**src/ptm_pkg.sv**
```systemverilog
// Summary of operation
// Eight-bit count register, read/write, reset zero.
// Clock is internal clock over four, prescaled.
// Count up to period, then wrap zero.
// Eight-bit period register, reset to all ones.
// Match feeds postscaler 1..16, output raises interrupt.
// Interrupt flag is bit 1, sticky.
// Timer-on bit 2 clear stops counting.
// Count or control write clears both scalers.
// Control write leaves count unchanged.
// Pre-postscaler match pulse goes to serial port.
// Timer is shared PWM time base.
// Prescale codes: 00 /1, 01 /4, else /16.
// Postscale field bits 6..3, ratio value plus one.
package ptm_pkg;
  // Printed offsets are not all multiples of four: byte address is index times four
  localparam logic [7:0]  IDX_INT_MAIN  = 8'h0b;
  localparam logic [7:0]  IDX_INT_FLAGS = 8'h0c;
  localparam logic [7:0]  IDX_COUNT     = 8'h11;
  localparam logic [7:0]  IDX_CONTROL   = 8'h12;
  localparam logic [7:0]  IDX_INT_ENS   = 8'h8c;
  localparam logic [7:0]  IDX_PERIOD    = 8'h92;
  // Write-one-to-clear register of the interrupt group
  localparam logic [7:0]  IDX_INT_CLEAR = 8'h0d;
  // Reset values
  localparam logic [7:0]  RST_COUNT     = 8'h00;
  localparam logic [7:0]  RST_PERIOD    = 8'hff;
  localparam logic [7:0]  RST_CONTROL   = 8'h00;
  localparam logic [7:0]  RST_FLAGS     = 8'h00;
  // Field positions
  localparam int          BIT_FLAG      = 1;
  localparam int          BIT_ON        = 2;
  localparam int          BIT_PS_LO     = 3;
  localparam int          BIT_MAIN_PEIE = 6;
  localparam int          BIT_MAIN_GIE  = 7;
  localparam logic [6:0]  CTRL_MASK     = 7'h7f;
  // Instruction clock divide
  localparam logic [1:0]  INSTR_DIV_M1  = 2'h3;
endpackage

```
**src/ptm_prescale.sv**
```systemverilog
`timescale 1ns/1ns
// Prescaler: passes one of every 1, 4 or 16 instruction ticks
module ptm_prescale (
  input  wire logic       i_sys_clk,
  input  wire logic       i_resetn,
  input  wire logic       i_tick,    // Instruction-rate enable
  input  wire logic       i_clear,   // Synchronous clear
  input  wire logic [1:0] i_sel,     // Prescale select
  output logic            o_tick     // Prescaled enable
);
  import ptm_pkg::*;

  typedef struct packed {
    logic [3:0] cnt;
  } ptm_ps_t;

  ptm_ps_t s_q;
  ptm_ps_t s_d;
  logic    last;

  // Terminal count from select
  always_comb begin
    case (i_sel)
      2'h0:    last = 1'b1;
      2'h1:    last = (s_q.cnt[1:0] == 2'h3);
      default: last = (s_q.cnt == 4'hf);
    endcase
  end

  assign o_tick = i_tick & last & ~i_clear;

  // Counter next state
  always_comb begin
    s_d = s_q;
    if (i_clear) begin
      s_d.cnt = 4'h0;
    end else if (i_tick) begin
      s_d.cnt = last ? 4'h0 : s_q.cnt + 4'h1;
    end
  end

  // State register
  always_ff @(posedge i_sys_clk or negedge i_resetn) begin
    if (!i_resetn) begin
      s_q <= '0;
    end else begin
      s_q <= s_d;
    end
  end

  clr_wins_a: assert property (@(posedge i_sys_clk) disable iff (!i_resetn)
    i_clear |=> s_q.cnt == 4'h0) else $error("prescaler not cleared");
endmodule

```
**src/ptm_timer.sv**
```systemverilog
// Register access over APB was decided locally.
`timescale 1ns/1ns
// Period timer with prescaler and postscaler behind an APB slave
module ptm_timer (
  input  wire logic        i_sys_clk,
  input  wire logic        i_resetn,
  input  wire logic        i_psel,
  input  wire logic        i_penable,
  input  wire logic        i_pwrite,
  input  wire logic [11:0] i_paddr,
  input  wire logic [31:0] i_pwdata,
  output logic             o_pready,
  output logic [31:0]      o_prdata,
  output logic             o_pslverr,
  output logic             o_irq,         // Level interrupt
  output logic             o_match_pulse, // Pre-postscale match to serial port
  output logic             o_pwm_period,  // Period event to PWM units
  output logic [7:0]       o_pwm_count    // Shared PWM time base
);
  import ptm_pkg::*;

  typedef struct packed {
    logic [1:0] idiv;     // Instruction clock divider
    logic [7:0] count;    // Timer count
    logic [7:0] period;   // Period
    logic [6:0] control;  // Control fields
    logic [3:0] post;     // Postscale counter
    logic [7:0] flags;    // Sticky flags
    logic [7:0] enables;  // Interrupt enables
    logic [7:0] main;     // Main interrupt control
    logic       match;    // Registered match pulse
    logic [31:0] rdata;   // Read data
  } ptm_st_t;

  ptm_st_t s_q;
  ptm_st_t s_d;

  logic       acc;        // APB access phase
  logic       wr;         // Write strobe
  logic [7:0] idx;        // Register index
  logic       mapped;     // Address decodes
  logic       instr_tick; // Internal clock over four
  logic       pre_tick;   // After prescaler
  logic       scal_clr;   // Clear scalers
  logic       hit;        // Count equals period
  logic       post_out;   // Postscaler output

  assign acc      = i_psel & i_penable;
  assign wr       = acc & i_pwrite;
  assign idx      = i_paddr[9:2];
  assign mapped   = (i_paddr[1:0] == 2'h0) && (i_paddr[11:10] == 2'h0) &&
                    (idx == IDX_INT_MAIN || idx == IDX_INT_FLAGS || idx == IDX_COUNT ||
                     idx == IDX_CONTROL || idx == IDX_INT_ENS || idx == IDX_PERIOD ||
                     idx == IDX_INT_CLEAR);
  assign o_pready  = 1'b1;
  assign o_pslverr = acc & ~mapped;
  assign o_prdata  = s_q.rdata;

  assign instr_tick = (s_q.idiv == INSTR_DIV_M1);
  assign scal_clr   = wr && (idx == IDX_COUNT || idx == IDX_CONTROL);

  // Prescaler leaf
  ptm_prescale u_pre (
    .i_sys_clk (i_sys_clk),
    .i_resetn  (i_resetn),
    .i_tick    (instr_tick & s_q.control[BIT_ON]),
    .i_clear   (scal_clr),
    .i_sel     (s_q.control[1:0]),
    .o_tick    (pre_tick)
  );

  assign hit      = (s_q.count == s_q.period);
  assign post_out = pre_tick & hit &
                    (s_q.post == s_q.control[BIT_PS_LO +: 4]);

  assign o_match_pulse = s_q.match;
  assign o_pwm_period  = s_q.match;
  assign o_pwm_count   = s_q.count;
  assign o_irq = |(s_q.flags & s_q.enables);

  // Next state of timer and registers
  always_comb begin
    s_d       = s_q;
    s_d.idiv  = s_q.idiv + 2'h1;
    s_d.match = pre_tick & hit;
    // Count and wrap
    if (pre_tick) begin
      s_d.count = hit ? 8'h00 : s_q.count + 8'h01;
    end
    // Postscaler
    if (scal_clr) begin
      s_d.post = 4'h0;
    end else if (pre_tick & hit) begin
      s_d.post = post_out ? 4'h0 : s_q.post + 4'h1;
    end
    // Register writes
    if (wr && mapped) begin
      case (idx)
        IDX_COUNT:     s_d.count   = i_pwdata[7:0];
        IDX_CONTROL:   s_d.control = i_pwdata[6:0] & CTRL_MASK;
        IDX_PERIOD:    s_d.period  = i_pwdata[7:0];
        IDX_INT_ENS:   s_d.enables = i_pwdata[7:0];
        IDX_INT_MAIN:  s_d.main    = i_pwdata[7:0];
        IDX_INT_FLAGS: s_d.flags   = i_pwdata[7:0];
        IDX_INT_CLEAR: s_d.flags   = s_q.flags & ~i_pwdata[7:0];
        default:       s_d.main    = s_q.main;
      endcase
    end
    // Set wins over clear
    if (post_out) begin
      s_d.flags[BIT_FLAG] = 1'b1;
    end
    // Read data captured in setup phase
    if (i_psel && !i_penable) begin
      case (idx)
        IDX_COUNT:     s_d.rdata = {24'h0, s_q.count};
        IDX_CONTROL:   s_d.rdata = {25'h0, s_q.control};
        IDX_PERIOD:    s_d.rdata = {24'h0, s_q.period};
        IDX_INT_ENS:   s_d.rdata = {24'h0, s_q.enables};
        IDX_INT_MAIN:  s_d.rdata = {24'h0, s_q.main};
        IDX_INT_FLAGS: s_d.rdata = {24'h0, s_q.flags};
        default:       s_d.rdata = 32'h0;
      endcase
    end
  end

  // State register
  always_ff @(posedge i_sys_clk or negedge i_resetn) begin
    if (!i_resetn) begin
      s_q         <= '0;
      s_q.count   <= RST_COUNT;
      s_q.period  <= RST_PERIOD;
      s_q.control <= RST_CONTROL[6:0];
      s_q.flags   <= RST_FLAGS;
    end else begin
      s_q <= s_d;
    end
  end

  wrap_zero_a: assert property (@(posedge i_sys_clk) disable iff (!i_resetn)
    (pre_tick && hit && !wr) |=> s_q.count == 8'h00) else $error("no wrap");
  stop_off_a: assert property (@(posedge i_sys_clk) disable iff (!i_resetn)
    (!s_q.control[BIT_ON] && !wr) |=> $stable(s_q.count)) else $error("counted while off");
  flag_set_a: assert property (@(posedge i_sys_clk) disable iff (!i_resetn)
    post_out |=> s_q.flags[BIT_FLAG]) else $error("flag not set");
  ctrl_keep_a: assert property (@(posedge i_sys_clk) disable iff (!i_resetn)
    (wr && idx == IDX_CONTROL && !pre_tick) |=> $stable(s_q.count)) else $error("count moved");
  post_clr_a: assert property (@(posedge i_sys_clk) disable iff (!i_resetn)
    scal_clr |=> s_q.post == 4'h0) else $error("postscaler kept");
  match_out_a: assert property (@(posedge i_sys_clk) disable iff (!i_resetn)
    (pre_tick && hit) |=> o_match_pulse) else $error("match pulse missing");
  irq_lvl_a: assert property (@(posedge i_sys_clk) disable iff (!i_resetn)
    (s_q.flags[BIT_FLAG] && s_q.enables[BIT_FLAG]) |-> o_irq) else $error("irq low");
  tick_gap_a: assert property (@(posedge i_sys_clk) disable iff (!i_resetn)
    instr_tick |=> (!instr_tick) [*3]) else $error("tick too fast");
endmodule

```
**config.mk**
```make
export PLATFORM = sky130hd
export DESIGN_NAME = ptm_timer
export DESIGN_NICKNAME = d
export VERILOG_FILES = /design/src/ptm_pkg.sv /design/src/ptm_prescale.sv /design/src/ptm_timer.sv
export SDC_FILE = /design/constraint.sdc
export NUM_CORES = 1
export LEC_CHECK = 0
export ABC_AREA = 1
export BUFFER_PORTS_ARGS = -buffer_cell sky130_fd_sc_hd__clkbuf_2
export CAP_MARGIN = 20
export CORE_ASPECT_RATIO = 1.75
export CORE_MARGIN = 2
export CORE_UTILIZATION = 49
export CTS_CLUSTER_SIZE = 8
export DETAILED_ROUTE_END_ITERATION = 10
export GPL_ROUTABILITY_DRIVEN = 0
export GPL_TIMING_DRIVEN = 0
export PLACE_DENSITY = 0.81
export SYNTH_ARGS = -nofsm -noshare
export SYNTH_HDL_FRONTEND = slang
export SYNTH_HIERARCHICAL = 1
export SYNTH_SLANG_ARGS = --single-unit
export TNS_END_PERCENT = 100
```
**constraint.sdc**
```tcl
create_clock -name i_sys_clk -period 5.2 [get_ports i_sys_clk]
set_input_delay 0.78 -clock i_sys_clk [delete_from_list [all_inputs] [get_ports i_sys_clk]]
set_output_delay 0.78 -clock i_sys_clk [all_outputs]
set_load 0.01 [all_outputs]
```
Yosys cells after proc, flatten, opt, wreduce, memory -nomap -nowiden:

Cells that the tools add are included.

* output and inout bits: 45
* input port bits: 49
* logic and storage cells: 89
* bits in registers: 90

* reductions and logical operators: 28
* equal/unequal tests: 13
* mux-type cells: 19
* bitwise gates (word level): 13
* add/subtract/negate cells: 4

Operator list (number)
* $mux W8: 6
* $pmux W8 S6: 1
* $eq A8 B4 Y1 const B: 3
* $mux W4: 6
* $mux W23: 1
* $mux W18: 1
* $and A8 B8 Y8: 2
* $eq A8 B5 Y1 const B: 2
* $eq A8 B8 Y1 const B: 2
* $pmux W8 S2: 1
* $reduce_and A2 Y1: 6
* $add A4 B1 Y4 const B: 2
* $add A8 B1 Y8 const B: 1
* $and A1 B1 Y1: 8
* $eq A8 B8 Y1: 1
* $not A8 Y8: 1
* $reduce_bool A2 Y1: 4
* $reduce_or A8 Y1: 1
* $logic_or A1 B1 Y1: 7
* $mux W7: 1
* $logic_not A2 Y1: 3
* $logic_and A1 B1 Y1: 5
* $eq A2 B2 Y1 const B: 2
* $eq A4 B4 Y1: 1
* other kinds (8): 9

Depth between registers and ports, before layout:

* word-level depth: 11
* gate-level depth with buffers: 15
* mapped depth without buffers: 15

By module:

The synthesis kept the hierarchy.

Modules (own cells, without submodules)
* ptm_timer: seq. area each 1561.5 um2, cells each 486, area each 3731.1 um2, instances 1
* ptm_prescale: seq. area each 100.1 um2, cells each 36, area each 291.5 um2, instances 1

Least setup slack after synthesis:

Ideal clock, no wire load.

* kind: input port to flip-flop
* from: input i_paddr[4]
* to: register s_q, in the netlist o_pwm_count[7]
* setup time: 83 ps
* cell stages on the path: 15
* data arrival time: 2685 ps
* data required time: 5117 ps
* path slack: 2432 ps
* cells stage by stage: inv_1 > nand2_1 > nor2_1 > o21ai_0 > nor2_1 > nor2_4 > a21boi_1 > nand2_1 > nor3_1 > nand3_1 > nor2_1 > nand2_1 > nand2_1 > nand3_1 > o21ai_0

RTL lines
* from (decl): RTL line ptm_timer.sv:10 `input wire logic [11:0] i_paddr,`
* to (decl): RTL line ptm_timer.sv:35 `ptm_st_t s_q;`

==> results.tsv <==
metric	value	unit
cellInternalPower	0.001004	W
r2r_cells	13	
slowest_stage	a21boi_1	
via_count	3699	
path_clk_slew	0.06	ns
wl_met2	5586	um
critPathMaxFanout	6	
pwr-share-seq	41.6	%
netlist_area	4023	um2
synth.distinct_cells	33	
cts_tree	done	
hold_ws	0.4291	ns
drv_cap	0	
fin_area	4753	um2
setup_viol	0	
antenna_found_initial	0	
hold_path_depth	1	
synth.most_common_cell	nand2_1	
syn2layout_area_growth	18.16	%
clk_latency	0.34	ns
dieHeight	123.9	um
synth_top_area_share	36.08	%
vdd_drop_max	0.0001758	V
end_kind	flop	
port_buffers	44	
clock_sinks	66	
postCtsSetupRepairBufs	0	
slew_viol_final	0	
seq_area_frac_synth	41.31	%
gr-total-overflow	0	
hold_viol	0	
grt_pass1_vias	3717	
cts_resized	0	
seqCellArea	1662	um2
clock_path_buffers	2	
route.met3.wl	463	um
grt_use_total	23.63	%
fin_crit_sh	61.15	%
dieArea	8979	um2
wl_met1	3563	um
drc_errors	0	
final_antenna_net_count	0	
grt_pass1_wl	16360	um
tightest_slew	0.9376	ns
num_antenna_cells	0	
multi_input_area	1768	um2
fin_nets	653	
slew-limit-headroom	37.49	%
fill_cells	689	
synth_area_leaders	dfrtp_1 (36%), nand2_1 (11%), buf_4 (9.0%)	
critPathArrivalTime	3.43	ns
switching_share	24.44	%
die_w	72.49	um
pwr-share-comb	11.2	%
num_rows	43	
routedWlPerCell	14.39	um
fmax	314.5	MHz
wirelength	10000	um
worst-setup-path-type	in2reg	
p_leak	2.570	nW
pin_count	94	
crit_buf_inv	2	
top_layer	met4	
finalPower	0.001329	W
grt_max_degree	67	
rsz0062_at_grt	false	
core	7963	um2
first_pass_iters	5	
placed_area	4444	um2
hp-class	reg2reg	
place_hpwl	7648	um
h-tree-depth	3	
start_kind	input pin	
finalCriticalPeriod	3.180	ns
start_util	50.52	%
cts_hold_buf	0	
synth_edf_count	0	
synthCells	522	
cpMostUsedCell	nand2_1	
yosysTopAreaCell	dfrtp_1	
ys_warn_count	6	
critical_path.top_delay_family	simple AND/OR/NAND/NOR gates	
outcome	complete, no violations	
drt-initial-drc-count	249	
fin_worst_skew	0.009909	ns
pwr_density_cell	279.5	nW/um2
fin_tns_setup	0	ns
cts_root_buf	clkbuf_16	
drive_gt1_share	23.97	%
synth_ff_type	dfrtp_1	
synth_common_cells	nand2_1 (114), inv_1 (76), dfrtp_1 (58), o21ai_0 (56), buf_4 (48)	
synth_seq_cells	66	
cts_buffers	9	
p_clk_share	47.2	%
syn_avg_cell_area	7.706	um2
post_drt_via_cell_ratio	5.322	
async_reset_ff_share	100.0	%
cp.required	5.45	ns
cpPeakStageDelay	0.40	ns
worst-path-stages	16	
p_switching	0.0003247	W
crit_chain	clkbuf_2 > inv_1 > nand2_1 > nor2_1 > o21ai_0 > nor2_1 > nor2_4 > a21boi_1 > nand2_1 > nor3_1 > nand3_1 > nor2_1 > nand2_1 > nand2_1 > nand3_1 > o21ai_0	
power groups by stage:
stage          sequential [W]  clock, W  combinational, W
2_1_floorplan        0.000554         0         0.0000977
3_3_place_gp         0.000558         0          0.000138
3_5_place_dp         0.000561         0          0.000146
4_1_cts              0.000552  0.000629          0.000147
5_1_grt              0.000555  0.000649          0.000165
6_report             0.000553  0.000627          0.000149
per-layer routing:
layer  up-vias  track usage [%]
li1       1770                -
met1      1741            24.41
met2       149            43.98
met3        39            4.288
met4         0            12.96
met5         -                0
sequential cells by signal, summed over array words and instances (netlist names):
name           count
o_match_pulse      1
o_prdata           8
o_pwm_count        8
s_q               45
u_pre/s_q          4
area by class of cell:
cell class	instances	share of cell area (%)
sequential	66	34.96
clock inverter	2	0.7370
buffer	50	7.739
clock buffer	14	5.765
tap	90	2.369
multi-input combinational	346	37.19
inverter	83	6.554
timing repair buffer	44	4.685
worst paths after layout:
kind / from / endpoint / slack [ns]
min reg2reg: s_q[84]$_DFF_PN0_ / s_q[84]$_DFF_PN0_ / 0.43
max in group asynchronous: i_resetn / s_q[40]$_DFFE_PN0P_ / 3.98
max reg2reg: u_pre/s_q[0]$_DFFE_PN0P_ / o_pwm_count[7]$_DFF_PN0_ / 2.58
min: s_q[84]$_DFF_PN0_ / s_q[84]$_DFF_PN0_ / 0.43
min in group asynchronous: i_resetn / o_prdata[3]$_DFFE_PN0P_ / 0.59
max: i_paddr[3] / o_pwm_count[7]$_DFF_PN0_ / 2.02
cell families after synthesis:
family                     count (synthesis)  share of synthesized area (%)
AOI/OAI and AO/OA                        100                          13.50
xor gates and xnor gates                  11                          2.395
adders and majority gates                  4                          1.244
buffers and inverters                    133                          16.89
DFF                                       66                          41.31
other                                      2                         0.1867
and+or+nand+nor                          206                          24.48
metrics by stage:
stage / util [%] / worst slack, ns / instances
final: 59.70 / 2.020 / 695
after global routing: 59.70 / 1.718 / 695
after CTS: 59.70 / 2.100 / 695
after detailed placement: 55.81 / 1.796 / 679
after global placement: 55.78 / 1.888 / 679
after floorplan: - / 2.432 / 545
worst reg2reg max path: stages, from the launching register on:
cell and delay, ns:
dfrtp_1 0.41, ha_1 0.25, inv_2 0.05, nand2_2 0.08, nand2_4 0.07, a21boi_1 0.37
nand2_1 0.13, nor3_1 0.37, nand3_1 0.24, nor2_1 0.21, nand2_1 0.07, nand2_1 0.06
nand3_1 0.05, o21ai_0 0.19
cell usage in the layout, fill, tap and decap left out, drive strengths merged:
| cell | n |
|---|---|
| o22ai | 22 |
| a21boi | 1 |
| nor3 | 9 |
| nor4 | 3 |
| nand2 | 123 |
| o2111ai | 1 |
| xnor2 | 3 |
| nand3 | 28 |
| bufinv | 1 |
| dfstp | 8 |
| clkbuf | 59 |
| o21ai | 66 |
| clkinv | 1 |
| nand3b | 1 |
| dfrtp | 58 |
| conb | 25 |
| nand4 | 7 |
| ha | 4 |
| o21bai | 2 |
| nor2 | 35 |
| a21oi | 8 |
| xor2 | 8 |
| inv | 83 |
| buf | 49 |
No activity file was read; power rests on OpenSTA's default activity.
